[config.mk]
export PLATFORM = sky130hd
export DESIGN_NAME = axis_comparator_bank
export DESIGN_NICKNAME = d
export VERILOG_FILES = /design/src/pkg/axis_comparator_bank_pkg.sv /design/src/hdl/axis_comparator_bank.sv
export SDC_FILE = /design/constraint.sdc
export NUM_CORES = 1
export LEC_CHECK = 0
export BUFFER_PORTS_ARGS = -buffer_cell sky130_fd_sc_hd__buf_2
export CAP_MARGIN = 5
export CORE_AREA = 5 5 272 274
export DETAILED_ROUTE_END_ITERATION = 6
export DIE_AREA = 0 0 277 279
export PLACE_DENSITY_LB_ADDON = 0.08
export SLEW_MARGIN = 20
export SYNTH_ARGS = -nofsm -noshare
export SYNTH_HDL_FRONTEND = slang
export SYNTH_SLANG_ARGS = --single-unit
[constraint.sdc]
create_clock -name clk_i -period 13.25 [get_ports clk_i]
set_input_delay 1.9875 -clock clk_i [delete_from_list [all_inputs] [get_ports clk_i]]
set_output_delay 1.9875 -clock clk_i [all_outputs]
set_load 0.03 [all_outputs]
[src/pkg/axis_comparator_bank_pkg.sv]
/*
 * Constants for the five-way axis comparator bank: register offsets, field positions,
 * condition, action and pin-function codes, and reset values.
 * Assumes a 32-bit classic Wishbone bus with byte addresses and one word per register.
 */
package axis_comparator_bank_pkg;

  // ********************************************************************
  // Widths.
  // ********************************************************************
  localparam int unsigned CMP_W = 28;
  localparam int unsigned NUM_CMP = 5;
  localparam int unsigned ADR_W = 8;

  // ********************************************************************
  // Register byte offsets.
  // ********************************************************************
  localparam logic [7:0] OFS_CONFIG_A = 8'h00;
  localparam logic [7:0] OFS_CONFIG_B = 8'h04;
  localparam logic [7:0] OFS_IRQ_ENABLE = 8'h08;
  localparam logic [7:0] OFS_IRQ_CAUSE = 8'h0c;
  localparam logic [7:0] OFS_MAIN_STATUS = 8'h10;
  localparam logic [7:0] OFS_PIN_FUNCTION = 8'h14;
  localparam logic [7:0] OFS_COMPARE_BASE = 8'h18;
  localparam logic [7:0] OFS_COMPARE_LAST = 8'h28;

  // ********************************************************************
  // Field positions (low bit of each field).
  // ********************************************************************
  localparam int unsigned POS_C1_TARGET = 0;
  localparam int unsigned POS_C1_COND = 2;
  localparam int unsigned POS_C1_ACTION = 5;
  localparam int unsigned POS_C2_TARGET = 8;
  localparam int unsigned POS_C2_COND = 10;
  localparam int unsigned POS_C2_ACTION = 13;
  localparam int unsigned POS_C3_TARGET = 16;
  localparam int unsigned POS_C3_COND = 18;
  localparam int unsigned POS_C3_ACTION = 21;
  localparam int unsigned POS_C4_TARGET = 24;
  localparam int unsigned POS_C4_COND = 26;
  localparam int unsigned POS_C4_ACTION = 30;
  localparam int unsigned POS_C5_TARGET = 0;
  localparam int unsigned POS_C5_COND = 3;
  localparam int unsigned POS_C5_ACTION = 6;
  localparam int unsigned POS_SYNC_SOURCE = 16;
  localparam int unsigned POS_INDEX_RULE = 20;
  localparam int unsigned POS_MATCH_BITS = 8;
  localparam int unsigned POS_PIN3_FUNCTION = 6;

  // ********************************************************************
  // Codes.
  // ********************************************************************
  localparam logic [3:0] COND_EQ_ANY = 4'h1;
  localparam logic [3:0] COND_EQ_UP = 4'h2;
  localparam logic [3:0] COND_EQ_DOWN = 4'h3;
  localparam logic [3:0] COND_CMP_ABOVE = 4'h4;
  localparam logic [3:0] COND_CMP_BELOW = 4'h5;
  localparam logic [3:0] COND_SOFT_LIMIT = 4'h6;
  localparam logic [3:0] COND_NEVER = 4'h7;
  localparam logic [3:0] COND_INDEX_ANY = 4'h8;
  localparam logic [3:0] COND_INDEX_UP = 4'h9;
  localparam logic [3:0] COND_INDEX_DOWN = 4'ha;
  localparam logic [1:0] ACT_NONE = 2'h0;
  localparam logic [1:0] ACT_STOP_NOW = 2'h1;
  localparam logic [1:0] ACT_STOP_DECEL = 2'h2;
  localparam logic [1:0] ACT_BULK_OVERRIDE = 2'h3;
  localparam logic [2:0] TGT_DEVIATION = 3'h2;
  localparam logic [2:0] TGT_REMAINING = 3'h4;
  localparam logic [2:0] TGT_SPEED = 3'h5;
  localparam logic [1:0] PIN_MATCH_LOW = 2'h2;
  localparam logic [1:0] PIN_MATCH_HIGH = 2'h3;

  // ********************************************************************
  // Reset values.
  // ********************************************************************
  localparam logic [31:0] RST_WORD = 32'h0000_0000;

endpackage : axis_comparator_bank_pkg

[src/hdl/axis_comparator_bank.sv]
/*
 * Five comparators per axis with condition decode, met actions, match status, event
 * interrupt causes, match level pins, index output and internal sync selection.
 * Assumes counters, direction flags and motion state come from neighbouring blocks on
 * the same clock, and software uses a classic Wishbone master.
 */
`timescale 1ns/1ps

module axis_comparator_bank
(
  // Clock and reset.
  input wire logic clk_i,
  input wire logic rst_i,
  // Wishbone slave.
  input wire logic cyc_i,
  input wire logic stb_i,
  input wire logic we_i,
  input wire logic [axis_comparator_bank_pkg::ADR_W-1:0] adr_i,
  input wire logic [3:0] sel_i,
  input wire logic [31:0] dat_i,
  output logic [31:0] dat_o,
  output logic ack_o,
  // Counter values and direction flags.
  input wire logic [axis_comparator_bank_pkg::CMP_W-1:0] position_counter_one_i,
  input wire logic [axis_comparator_bank_pkg::CMP_W-1:0] counter_two_i,
  input wire logic [15:0] deviation_counter_i,
  input wire logic [axis_comparator_bank_pkg::CMP_W-1:0] counter_four_i,
  input wire logic [axis_comparator_bank_pkg::CMP_W-1:0] remaining_pulse_count_i,
  input wire logic [axis_comparator_bank_pkg::CMP_W-1:0] current_speed_i,
  input wire logic [3:0] count_up_i,
  // Motion state.
  input wire logic moving_pos_i,
  input wire logic moving_neg_i,
  // Motion control results.
  output logic stop_now_o,
  output logic stop_decel_o,
  output logic bulk_override_o,
  output logic positive_soft_limit_o,
  output logic negative_soft_limit_o,
  output logic start_pos_inhibit_o,
  output logic start_neg_inhibit_o,
  // Events and pins.
  output logic event_irq_o,
  output logic index_pulse_out_o,
  output logic sync_o,
  output logic [4:0] match_level_out_o,
  output logic [4:0] match_level_oe_o
);
  import axis_comparator_bank_pkg::*;

  // ********************************************************************
  // State.
  // ********************************************************************
  typedef struct packed {
    logic [31:0] cfg_a;
    logic [31:0] cfg_b;
    logic [4:0] irq_en;
    logic [4:0] irq_cause;
    logic [31:0] pin_fn;
    logic [NUM_CMP-1:0][CMP_W-1:0] cmp;
    logic [4:0] met;
    logic [4:0] pin;
    logic [4:0] pin_oe;
    logic idx;
    logic stop_now;
    logic stop_decel;
    logic bulk;
    logic lim_pos;
    logic lim_neg;
    logic sync;
    logic irq;
    logic ack;
    logic [31:0] rdat;
  } state_t;

  state_t s_q;
  state_t s_d;

  // Byte-lane merge of a Wishbone write into a stored word.
  function automatic logic [31:0] merge(input logic [31:0] old, input logic [31:0] wdat,
                                        input logic [3:0] sel);
    logic [31:0] r;
    r = old;
    for (int b = 0; b < 4; b++)
    begin
      if (sel[b])
      begin
        r[b*8 +: 8] = wdat[b*8 +: 8];
      end
    end
    return r;
  endfunction : merge

  // Target selection; the deviation counter is compared as a magnitude only.
  function automatic logic [CMP_W-1:0] pick(input logic [2:0] tsel,
                                            input logic [CMP_W-1:0] c1,
                                            input logic [CMP_W-1:0] c2,
                                            input logic [15:0] c3,
                                            input logic [CMP_W-1:0] c4,
                                            input logic [CMP_W-1:0] rem,
                                            input logic [CMP_W-1:0] spd);
    logic [15:0] mag;
    logic [CMP_W-1:0] r;
    mag = c3[15] ? 16'(-c3) : c3;
    mag = mag[15] ? 16'h7fff : mag;           // Most negative value saturates.
    case (tsel)
      3'h0: r = c1;
      3'h1: r = c2;
      TGT_DEVIATION: r = {{(CMP_W-16){1'b0}}, mag};
      3'h3: r = c4;
      TGT_REMAINING: r = rem;
      TGT_SPEED: r = spd;
      default: r = '0;
    endcase
    return r;
  endfunction : pick

  // ********************************************************************
  // Next-state logic.
  // ********************************************************************
  logic [4:0][3:0] cond;
  logic [4:0][2:0] tsel;
  logic [4:0][1:0] act;
  logic [4:0] met;
  logic [4:0] imm;
  logic [4:0] dec;
  logic [4:0] blk;
  logic [4:0] rise;
  logic [4:0] up;
  logic [4:0] sl;
  logic idx;
  logic req;
  logic wr;
  logic [CMP_W-1:0] tgt;
  logic signed [CMP_W-1:0] tv;
  logic signed [CMP_W-1:0] cv;
  logic eq;
  logic [3:0] sync_source_select;
  logic [1:0] pf;
  logic [2:0] ci;

  // Field extraction, one comparator at a time.
  always_comb
  begin
    cond[0] = {1'b0, s_q.cfg_a[POS_C1_COND +: 3]};
    cond[1] = {1'b0, s_q.cfg_a[POS_C2_COND +: 3]};
    cond[2] = {1'b0, s_q.cfg_a[POS_C3_COND +: 3]};
    cond[3] = s_q.cfg_a[POS_C4_COND +: 4];    // Only comparator 4 has four bits.
    cond[4] = {1'b0, s_q.cfg_b[POS_C5_COND +: 3]};
    tsel[0] = {1'b0, s_q.cfg_a[POS_C1_TARGET +: 2]};
    tsel[1] = {1'b0, s_q.cfg_a[POS_C2_TARGET +: 2]};
    tsel[2] = {1'b0, s_q.cfg_a[POS_C3_TARGET +: 2]};
    tsel[3] = {1'b0, s_q.cfg_a[POS_C4_TARGET +: 2]};
    tsel[4] = s_q.cfg_b[POS_C5_TARGET +: 3];
    act[0] = s_q.cfg_a[POS_C1_ACTION +: 2];
    act[1] = s_q.cfg_a[POS_C2_ACTION +: 2];
    act[2] = s_q.cfg_a[POS_C3_ACTION +: 2];
    act[3] = s_q.cfg_a[POS_C4_ACTION +: 2];
    act[4] = s_q.cfg_b[POS_C5_ACTION +: 2];
  end

  // Condition evaluation on the live target values, every cycle.
  always_comb
  begin
    met = '0;
    sl = '0;
    up = '0;
    idx = 1'b0;
    tgt = '0;
    tv = '0;
    cv = '0;
    eq = 1'b0;
    ci = '0;
    for (int i = 0; i < NUM_CMP; i++)
    begin
      tgt = pick(tsel[i], position_counter_one_i, counter_two_i, deviation_counter_i,
                 counter_four_i, remaining_pulse_count_i, current_speed_i);
      tv = signed'(tgt);
      cv = signed'(s_q.cmp[i]);
      eq = (cv == tv);
      // Remaining count and speed carry no direction; they follow counter 1.
      ci = (tsel[i] > 3'h3) ? 3'h0 : tsel[i];
      up[i] = count_up_i[ci[1:0]];
      case (cond[i])
        COND_EQ_ANY: met[i] = eq;
        COND_EQ_UP: met[i] = eq && up[i];
        COND_EQ_DOWN: met[i] = eq && !up[i];
        COND_CMP_ABOVE: met[i] = cv > tv;
        COND_CMP_BELOW: met[i] = cv < tv;
        COND_SOFT_LIMIT:
        begin
          // Only comparators 1 and 2 have a limit; elsewhere it stays unmet.
          sl[i] = (i < 2);
          met[i] = (i == 0) ? (cv < tv) : ((i == 1) && (cv > tv));
        end
        COND_INDEX_ANY, COND_INDEX_UP, COND_INDEX_DOWN:
        begin
          // Index rule 0 fires on equality, rule 1 once the selected target reaches the value.
          if (i == 3)
          begin
            met[i] = (s_q.cfg_b[POS_INDEX_RULE] ? (tv >= cv) : eq)
                     && ((cond[i] == COND_INDEX_ANY) || (up[i] == (cond[i] == COND_INDEX_UP)));
            idx = met[i];
          end
        end
        default: met[i] = 1'b0;                // Codes 000, 0111 and spares.
      endcase
    end
  end

  // Met actions; soft limits act only against motion toward them.
  always_comb
  begin
    imm = '0;
    dec = '0;
    blk = '0;
    for (int i = 0; i < NUM_CMP; i++)
    begin
      if (sl[i])
      begin
        // A limit only stops motion heading into it.
        if (met[i] && ((i == 0) ? moving_pos_i : moving_neg_i))
        begin
          dec[i] = (act[i] == ACT_STOP_DECEL); // Comes to rest past the limit.
          imm[i] = (act[i] != ACT_STOP_DECEL);
        end
      end
      else if (met[i])
      begin
        case (act[i])
          ACT_STOP_NOW: imm[i] = 1'b1;
          ACT_STOP_DECEL: dec[i] = 1'b1;
          ACT_BULK_OVERRIDE: blk[i] = 1'b1;
          default: imm[i] = 1'b0;              // No action; status still flows.
        endcase
      end
    end
  end

  assign rise = met & ~s_q.met;
  assign req = cyc_i && stb_i && !s_q.ack;
  assign wr = req && we_i;
  assign sync_source_select = s_q.cfg_b[POS_SYNC_SOURCE +: 4];

  // Register file, pins and status.
  always_comb
  begin
    s_d = s_q;
    pf = '0;
    s_d.met = met;
    s_d.idx = idx;
    s_d.stop_now = |imm;
    s_d.stop_decel = |dec;
    s_d.bulk = |blk;
    s_d.lim_pos = met[0] && sl[0];
    s_d.lim_neg = met[1] && sl[1];
    // Match pins: each uses its own two-bit function field.
    for (int i = 0; i < NUM_CMP; i++)
    begin
      pf = s_q.pin_fn[POS_PIN3_FUNCTION + 2*i +: 2];
      s_d.pin_oe[i] = (pf == PIN_MATCH_LOW) || (pf == PIN_MATCH_HIGH);
      s_d.pin[i] = (pf == PIN_MATCH_LOW) ? !met[i] : (pf == PIN_MATCH_HIGH) && met[i];
    end
    // Sync source follows the selected comparator's rise; spare codes stay quiet.
    s_d.sync = ((sync_source_select >= 4'h1) && (sync_source_select <= 4'h5)) ? rise[3'(sync_source_select - 4'h1)] : 1'b0;
    // Bus answer: one-cycle ack, then a forced idle cycle.
    s_d.ack = req;
    s_d.rdat = '0;
    if (req && !we_i)
    begin
      if (adr_i == OFS_CONFIG_A)
      begin
        s_d.rdat = s_q.cfg_a;
      end
      else if (adr_i == OFS_CONFIG_B)
      begin
        s_d.rdat = s_q.cfg_b;
      end
      else if (adr_i == OFS_IRQ_ENABLE)
      begin
        s_d.rdat[POS_MATCH_BITS +: 5] = s_q.irq_en;
      end
      else if (adr_i == OFS_IRQ_CAUSE)
      begin
        s_d.rdat[POS_MATCH_BITS +: 5] = s_q.irq_cause;
      end
      else if (adr_i == OFS_MAIN_STATUS)
      begin
        s_d.rdat[POS_MATCH_BITS +: 5] = s_q.met;
      end
      else if (adr_i == OFS_PIN_FUNCTION)
      begin
        s_d.rdat = s_q.pin_fn;
      end
      else if ((adr_i >= OFS_COMPARE_BASE) && (adr_i <= OFS_COMPARE_LAST) && (adr_i[1:0] == 2'h0))
      begin
        s_d.rdat[CMP_W-1:0] = s_q.cmp[3'((adr_i - OFS_COMPARE_BASE) >> 2)];
      end
    end
    // Writes; unmapped and read-only words swallow the data but still ack.
    if (wr)
    begin
      if (adr_i == OFS_CONFIG_A)
      begin
        s_d.cfg_a = merge(s_q.cfg_a, dat_i, sel_i);
      end
      else if (adr_i == OFS_CONFIG_B)
      begin
        s_d.cfg_b = merge(s_q.cfg_b, dat_i, sel_i);
      end
      else if ((adr_i == OFS_IRQ_ENABLE) && sel_i[1])
      begin
        s_d.irq_en = dat_i[POS_MATCH_BITS +: 5];
      end
      else if ((adr_i == OFS_IRQ_CAUSE) && sel_i[1])
      begin
        s_d.irq_cause = s_q.irq_cause & ~dat_i[POS_MATCH_BITS +: 5];
      end
      else if (adr_i == OFS_PIN_FUNCTION)
      begin
        s_d.pin_fn = merge(s_q.pin_fn, dat_i, sel_i);
      end
      else if ((adr_i >= OFS_COMPARE_BASE) && (adr_i <= OFS_COMPARE_LAST) && (adr_i[1:0] == 2'h0))
      begin
        s_d.cmp[3'((adr_i - OFS_COMPARE_BASE) >> 2)] =
          CMP_W'(merge({4'h0, s_q.cmp[3'((adr_i - OFS_COMPARE_BASE) >> 2)]}, dat_i, sel_i));
      end
    end
    // A rise in the same cycle as a clear still leaves the cause set.
    s_d.irq_cause = s_d.irq_cause | rise;
    s_d.irq = |(s_d.irq_cause & s_q.irq_en);
  end

  // ********************************************************************
  // State register.
  // ********************************************************************
  always_ff @(posedge clk_i)
  begin
    if (rst_i)
    begin
      s_q <= '0;
    end
    else
    begin
      s_q <= s_d;
    end
  end

  // Outputs, all from flip-flops.
  assign dat_o = s_q.rdat;
  assign ack_o = s_q.ack;
  assign stop_now_o = s_q.stop_now;
  assign stop_decel_o = s_q.stop_decel;
  assign bulk_override_o = s_q.bulk;
  assign positive_soft_limit_o = s_q.lim_pos;
  assign negative_soft_limit_o = s_q.lim_neg;
  assign start_pos_inhibit_o = s_q.lim_pos;
  assign start_neg_inhibit_o = s_q.lim_neg;
  assign event_irq_o = s_q.irq;
  assign index_pulse_out_o = s_q.idx;
  assign sync_o = s_q.sync;
  assign match_level_out_o = s_q.pin;
  assign match_level_oe_o = s_q.pin_oe;

endmodule : axis_comparator_bank

Yosys cells after proc, flatten, opt, wreduce, memory -nomap -nowiden --
Cells that the tools add are included.
Word-level totals: bits in registers 302, bits in latches 0, bits in writable memories 0, bits in read-only memories 0, input port bits 211, word-level logic and storage cells 382, memories 0
Operators by class: add/sub/neg operators 3, $mul 0, divide/modulo/power cells 0, magnitude comparators 28, equal/unequal tests 85, shift operators 0, mux-type cells 141, bitwise logic cells 14, reduce and logical (&&, ||, !) cells 79
Operator list (count):
- $mux W177 | 4
- $pmux W28 S4 | 4
- $mux W140 | 2
- $mux W8 | 31
- $mux W172 | 1
- $pmux W28 S6 | 1
- $bwmux W140 | 1
- $eq A28 B28 Y1 | 5
- $gt A28 B28 Y1 | 5
- $lt A28 B28 Y1 | 5
- $mux W28 | 4
- $mux W32 | 3
- $bmux W28 S3 | 1
- $demux W28 S3 | 1
- $mux W19 | 3
- $eq A2 B2 Y1 const B | 28
- $mux W1 | 54
- $eq A3 B3 Y1 const B | 12
- $mux W4 | 9
- $reduce_and A7 Y1 | 5
- $eq A3 B2 Y1 const B | 10
- $logic_and A1 B1 Y1 | 30
- $ge A28 B28 Y1 | 1
- $mux W5 | 4
- other kinds (44) | 126

Longest topological paths before layout --
Gate-level depths: netlist of the first run.
depth after elaboration 22, gate-level depth with buffers 23, gate-level depth less buffers 22

Least setup slack after synthesis of the first run --
No wires, ideal clock.
path kind input to register, start point input port deviation_counter_i[8], end point register s_q (netlist bit sync_o), library setup time 0.077 ns, arrival time 6.141 ns, required time 13.173 ns, path slack 7.032 ns, stages on the path 18, buffers on the path 1, path through or4_1 -> or3_1 -> nor4_2 -> nand3_1 -> clkbuf_1 -> nand2_1 -> mux4_2 -> ha_1 -> a21o_1 -> nand3_1 -> a21oi_1 -> a2111o_1 -> a2111oi_1 -> o21ba_1 -> nor2_4 -> nand2_1 -> or3_1 -> a41oi_2
Between the ends: word-level cells in the longest chain between the ends 11
RTL lines:
- from (decl) | line axis_comparator_bank.sv:26 | input wire logic [15:0] deviation_counter_i,
- $neg A16 Y16 | line axis_comparator_bank.sv:104 | mag = c3[15] ? 16'(-c3) : c3;
- $mux W16 (*) | line axis_comparator_bank.sv:104
- $mux W15 (*) | line axis_comparator_bank.sv:105 | mag = mag[15] ? 16'h7fff : mag;
- $pmux W28 S4 | line axis_comparator_bank.sv:106 | case (tsel)
- $ge A28 B28 Y1 / $eq A28 B28 Y1 (equally long branches) | line axis_comparator_bank.sv:201, axis_comparator_bank.sv:180
- $mux W1 | line axis_comparator_bank.sv:201 | met[i] = (s_q.cfg_b[POS_INDEX_RULE] ? (tv >= cv) : eq)
- $logic_and A1 B1 Y1 | line axis_comparator_bank.sv:202 | && ((cond[i] == COND_INDEX_ANY) || (up[i] == (cond[i] == COND_INDEX_UP)));
- $pmux W1 S6 | line axis_comparator_bank.sv:184 | case (cond[i])
- $and A5 B5 Y5 (*) | line axis_comparator_bank.sv:240 | assign rise = met & ~s_q.met;
- $bmux W1 S3 (*) | line axis_comparator_bank.sv:265 | s_d.sync = ((sync_source_select >= 4'h1) && (sync_source_select <= 4'h5)) ? rise[3'(sync_source_select - 4'h1) ...
- $mux W1 (implied by the code) (*) | line axis_comparator_bank.sv:265
- to (signal assigned) | line axis_comparator_bank.sv:341 | s_q <= '0;
- to (signal assigned) | line axis_comparator_bank.sv:345 | s_q <= s_d;
- to (decl) | line axis_comparator_bank.sv:76 | state_t s_q;
Every way passes the cells marked *; elsewhere a longest branch is shown, timed or not. The select of a mux whose other input is x is not followed. A chain may end at the register's enable or synchronous reset.

Worst setup path in the final report of the first run --
start point input port deviation_counter_i[8], end point register s_q (netlist bit stop_decel_o)
Between the ends: word-level cells in the longest chain between the ends 11
RTL lines:
- $neg A16 Y16 | line axis_comparator_bank.sv:104
- $mux W16 (*) | line axis_comparator_bank.sv:104
- $mux W15 (*) | line axis_comparator_bank.sv:105
- parallel branches: the longest is 7 deep, another holds $ge A28 B28 Y1
- $reduce_or A5 Y1 (*) | line axis_comparator_bank.sv:253 | s_d.stop_decel = |dec;
Mark *: on every way between the ends.

==> results.yml, run 1 <==
run_status:
  status: "finished, final reports clean"
routing:
  wl_met1_um: 44250
  via_count: 20630
  highest_layer: "met5"
  drtAntennaViolNets: 0
  route.met3.wl_um: 6135
  post_drt_wl_per_cell_um: 26.40
  drc: 0
  wirelength_um: 97080
  first_iter_violations: 1965
  post_drt_via_cell_ratio: 5.610
  drtPass1Iterations: 6
  wl_met2_um: 43900
sta:
  setup_viol: 0
  slew_violations: 0
  timing.final.crit_share_pct: 52.14
  period_needed_ns: 6.909
  slew_headroom_pct: 23.64
  worst_pin_slew_ns: 1.133
  setup_slack_ns: 6.341
  max_freq_mhz: 144.7
  fin_setup_tns_ns: 0
  finClkSkew_ns: 0.01975
  finalHoldViolCount: 0
  rsz0062_at_grt: "no"
worst_setup_path:
  cp.required_ns: 13.74
  critPathMaxFanout: 13
  worstSetupPathType: "in2reg"
  worstSetupEndpointType: "flip-flop"
  crit_path_start: "deviation_counter_i[8]"
  slowest_stage: "nor4b_1"
  reg2reg_to: "sync_o"
  cp.arrival_ns: 7.39
  worstSetupEndpoint: "stop_decel_o"
  r2r_slack_ns: 8.24
  worst_r2r_path_depth: 14
  rr_startpoint: "s_q[239]"
  path_cells: "buf_2 -> or4_1 -> or3_1 -> nor4_2 -> nand3_1 -> nand2_1 -> mux4_2 -> inv_1 -> ha_1 -> a211oi_1 -> nor2_1 -> a2111oi_0 -> nor2_1 -> nor3_1 -> mux2i_1 -> mux2i_1 -> buf_4 -> nor4b_1 -> a31oi_1 -> a31oi_1"
  worst_setup_path_start_kind: "input port"
  max_stage_delay_ns: 0.60
placed_design:
  place.gp.congestion: 0.8866
  post_dp_cell_area_um2: 23020
  place_ws_ns: 5.875
  hpwl_um: 71290
  place.port_buffers: 263
pwr:
  switching_power_uw: 615.8
  ir_drop_uv: 74.82
  p_int_uw: 1653
  power.share.switching_pct: 27.14
  pwr-share-seq_pct: 40.1
  clockPowerShare_pct: 48.0
  combPwrFrac_pct: 11.9
  leakage_uw: 0.009248
  power.density_nw_per_um2: 93.35
  power_uw: 2269
synth:
  synth_ff_type: "dfxtp_1"
  netlist_top_cells_area: "dfxtp_1, ha_1, nand2_1"
  synth_edf_count: 0
  synth_nets: 2928
  yosysWarnings: 0
  synth_most_common_cell: "nand2_1"
  postSynthAreaPerCell_um2: 8.222
  synthCells: 2571
  ys_types: 72
  ys_seq_area_share_pct: 28.60
  ys_ff_latch: 302
  yosysTopAreaCell: "dfxtp_1"
  synth_common_cells: "nand2_1, dfxtp_1, a21oi_1"
  synth_top_cell_area_share_pct: 28.60
  syn-cell-area_um2: 21140
  synth_async_sr_flop_share_pct: 0
clocking:
  post-cts-setup-buffer-count: 0
  ctsLongestPathBuffers: 3
  cts_tree: "done"
  insertion_delay_ns: 0.57
  cts_resized: 0
  clock_sinks: 302
  cts_root_buf: "clkbuf_16"
  clkTransAtPathRegs_ns: 0.06
  cts_buffers: 39
  holdBufCountCts: 0
  h-tree-depth: 2
final_layout:
  drive_gt1_share_pct: 20.65
  syn2layout_area_growth_pct: 14.99
  nets: 3059
  design_area_um2: 24310
  fin_util_pct: 34.18
global_routing:
  grt_antenna_before_repair: 8
  grt_pass1_wl_um: 139300
  grt_pass1_vias: 19930
  grt_overflow_total: 0
  grt_use_total_pct: 23.84
  grt_max_degree: 193
floorplan:
  start_util_pct: 29.72
  die_area_um2: 77280
  ios: 264
  rows: 98
  fp.coreArea_um2: 71120
  die_width_um: 277
  die_h_um: 279
flow_run:
  cap_violations: 0
min_path:
  hold_class: "reg2reg"
[worst max-delay path: cells and delay by family]
kind	cells	cell delay [ns]
AO/OA/AOI/OAI	4	0.96
AND/OR/NAND/NOR	9	3.10
multiplexers	3	0.65
buffers and inverters	3	0.38
adder cells (fa/ha/maj)	1	0.31
[power by group through the flow]
stage          Clock (µW)  Combinational [µW]  Sequential (µW)
2_1_floorplan           0                 139              930
3_3_place_gp            0                 263              930
3_5_place_dp            0                 265              930
4_1_cts              1120                 266              910
5_1_grt              1150                 290              910
6_report             1090                 270              910
[kinds of logic after synthesis]
family,after synthesis,synth area share (%)
and+or+nand+nor,875,18.41
muxes,286,18.57
buffers and inverters,315,6.552
AOI/OAI and AO/OA,627,18.40
adders and majority gates,146,8.642
xor gates and xnor gates,20,0.8287
DFF,302,28.60
[how the worst min path moves through the flow]
stage                     slack [ns]       end  cells after the start      from
after CTS                       0.45  s_q[277]                      2  s_q[277]
after global placement          0.44  s_q[263]                      2  s_q[263]
final                           0.45  s_q[266]                      2  s_q[266]
after floorplan                 0.43  s_q[247]                      2  s_q[247]
after global routing            0.47  s_q[262]                      2  s_q[262]
after detailed placement        0.45  s_q[277]                      2  s_q[277]
[stage by stage]
| stage | hold slack, ns | std cells |
|---|---|---|
| 2_1_floorplan | 0.4315 | 2571 |
| 3_3_place_gp | 0.4395 | 3611 |
| 3_5_place_dp | 0.4453 | 3611 |
| 4_1_cts | 0.4530 | 3676 |
| 5_1_grt | 0.4736 | 3677 |
| 6_report | 0.4513 | 3677 |
[cell type report]
| type | instances | area, µm² |
|---|---|---|
| clock inverter | 8 | 107.6 |
| inverter | 102 | 382.9 |
| timing repair buffer | 303 | 1638 |
| fill | 7592 | 46810 |
| tap | 950 | 1189 |
| clock buffer | 57 | 1175 |
| multi-input combinational | 1954 | 13760 |
| antenna | 1 | 2.502 |
| sequential | 302 | 6053 |
[layer usage]
layer / up-vias / GRT usage (%)
li1: 9489 / -
met1: 10200 / 33.87
met2: 809 / 38.14
met3: 127 / 3.194
met4: 2 / 6.766
met5: - / 0
[cell usage in the layout, fill, tap and decap left out, types with 8 or more instances in the layout]
cell / n
ha_1: 145
nand2b_1: 34
nor3b_1: 9
and2_1: 14
clkbuf_16: 40
nor3_1: 19
a21o_1: 9
nand2_1: 456
nand4_1: 34
o221ai_1: 29
and3_1: 13
o21ai_0: 117
a211oi_1: 8
clkbuf_8: 11
a31oi_1: 9
nand3_1: 49
a221oi_1: 8
nor2_1: 176
xor2_1: 13
a22o_1: 25
buf_2: 261
mux2_2: 89
o211ai_1: 36
mux2i_1: 121
a21oi_1: 258
nand3b_1: 8
inv_1: 101
buf_4: 40
dfxtp_1: 296
mux4_2: 76
nor2b_1: 14
a22oi_1: 74
No activity file was read; power rests on OpenSTA's default activity.
==> inputs of run 2 (changes only) <==
clock period = 7.02 ns   (was 13.25 ns; I/O delays follow)
==> run 2 against run 1 <==
Global-route usage grew 0.19 points. Cell area increased by 0.69%. Highest routed layer unchanged. Sequential share of layout area shrank 0.17 points. Total power increased by 91%.
==> results.yml, run 2 (synthesized netlist as in run 1, its figures left out) <==
sta:
  finalHoldWorstSlack_ns: 0.4547
  setup_viol: 0
  finalHoldViolCount: 0
  slew_violations: 0
  finClkSkew_ns: 0.01912
  rsz0062_at_grt: "no"
  max_freq_mhz: 176.5
  period_needed_ns: 5.664
  setup_slack_ns: 1.356
  worst_pin_slew_ns: 1.163
  fin_setup_tns_ns: 0
  slew_headroom_pct: 22.33
  timing.final.crit_share_pct: 80.69
global_routing:
  use_met1_pct: 34.57
  grt_util_met2_pct: 38.74
  grt_max_degree: 183
  grt_most_used_layer: "met2"
  grt_overflow_total: 0
  grt_pass1_wl_um: 141100
  use_met3_pct: 3.478
  grt_antenna_before_repair: 9
  grt_use_total_pct: 24.03
  grt_pass1_vias: 20040
clocking:
  h-tree-depth: 2
  ctsLongestPathBuffers: 3
  holdBufCountCts: 0
  cts_root_buf: "clkbuf_16"
  clock_sinks: 302
  post-cts-setup-buffer-count: 0
  clkTransAtPathRegs_ns: 0.06
  cts_buffers: 39
  insertion_delay_ns: 0.58
  cts_tree: "done"
  cts_resized: 0
final_layout:
  layout_commonest_cell: "nand2_1"
  nets: 3078
  fin_util_pct: 34.42
  syn2layout_area_growth_pct: 15.79
  fin_cells: 3699
  layout_common_cells: "nand2_1, dfxtp_1, buf_2, a21oi_1, nor2_1"
  drive_gt1_share_pct: 21.22
  fillers: 7489
worst_setup_path:
  reg2reg_to: "sync_o"
  worstSetupEndpointType: "flip-flop"
  critPathMaxFanout: 5
  worstSetupPathType: "in2reg"
  worst_setup_path_start_kind: "input port"
  cp.required_ns: 7.51
  rr_startpoint: "s_q[240]"
  cp.arrival_ns: 6.15
  worst_r2r_path_depth: 15
  r2r_slack_ns: 2.06
placed_design:
  place.port_buffers: 263
  hpwl_um: 72040
  place_ws_ns: 0.8185
  placed_cells: 3630
  place.gp.congestion: 0.8895
floorplan:
  die_area_um2: 77280
  die_h_um: 279
  rows: 98
  die_width_um: 277
  fp.coreArea_um2: 71120
  ios: 264
  start_util_pct: 29.72
pwr:
  ir_drop_uv: 173.8
  power.density_nw_per_um2: 177.3
  leakage_uw: 0.009349
routing:
  post_drt_wl_per_cell_um: 26.26
  drtPass1Iterations: 5
  via_count: 20580
  first_iter_violations: 1913
  drtAntennaViolNets: 0
  wirelength_um: 97140
  drc: 0
  post_drt_via_cell_ratio: 5.562
min_path:
  hold_class: "reg2reg"
  hold_start: "s_q[252]"
  hold_depth: 2
  min_to: "s_q[252]"
run_status:
  status: "finished, final reports clean"
flow_run:
  cap_violations: 0
-- run 2: changes by cell type in the layout (fill, tap and decap cells not counted), sizes merged --
cell,before,now
buf,303,322
clkbuf,57,51
clkinv,4,8
bufinv,2,4
clkinvlp,1,3
diode,1,2
-- run 2: worst max-delay path by stage --
stage,from,to,depth (start not counted)
after CTS,deviation_counter_i[6],sync_o,19
after detailed placement,deviation_counter_i[6],sync_o,19
after global placement,deviation_counter_i[6],sync_o,19
after floorplan,deviation_counter_i[8],sync_o,18
final,deviation_counter_i[6],event_irq_o,18
after global routing,deviation_counter_i[6],event_irq_o,18
-- run 2: stage by stage --
step	cell area [µm²]	power (µW)
after floorplan	21140	2018
after global placement	23160	2264
after detailed placement	23160	2269
after CTS	24470	4384
after global routing	24470	4486
final	24480	4339
-- run 2: worst max-delay path: stages --
cell      delay (ns)
buf_2           0.13
or4_1           0.54
or3_1           0.43
nand2b_1        0.18
a31oi_1         0.51
mux4_2          0.36
inv_1           0.04
ha_1            0.26
nand2_1         0.05
nor2_1          0.31
nor4b_1         0.56
o311ai_0        0.27
and3_1          0.25
xnor2_1         0.16
a2111o_1        0.46
a21oi_1         0.24
o21ai_0         0.16
o211ai_1        0.18
-- run 2: report_power, final --
part	total, µW	switching, µW	leakage [µW]	internal (µW)
sequential	1720	2.21	0.00244	1720
combinational	520	336	0.00628	184
clock	2100	863	0.000634	1240
-- run 2: layout make-up --
type	instances	area (µm²)	share of cell area, %
inverter	102	382.9	1.564
tap	950	1189	4.856
clock buffer	51	1081	4.417
timing repair buffer	322	1780	7.274
multi-input combinational	1954	13760	56.21
clock inverter	16	227.7	0.9303
antenna	2	5.005	0.02045
sequential	302	6053	24.73
-- run 2: per-layer routing --
metal,vias up,wire (µm)
met5,-,34
met4,6,1809
met3,118,6223
met2,780,44110
met1,10150,44960
li1,9524,-
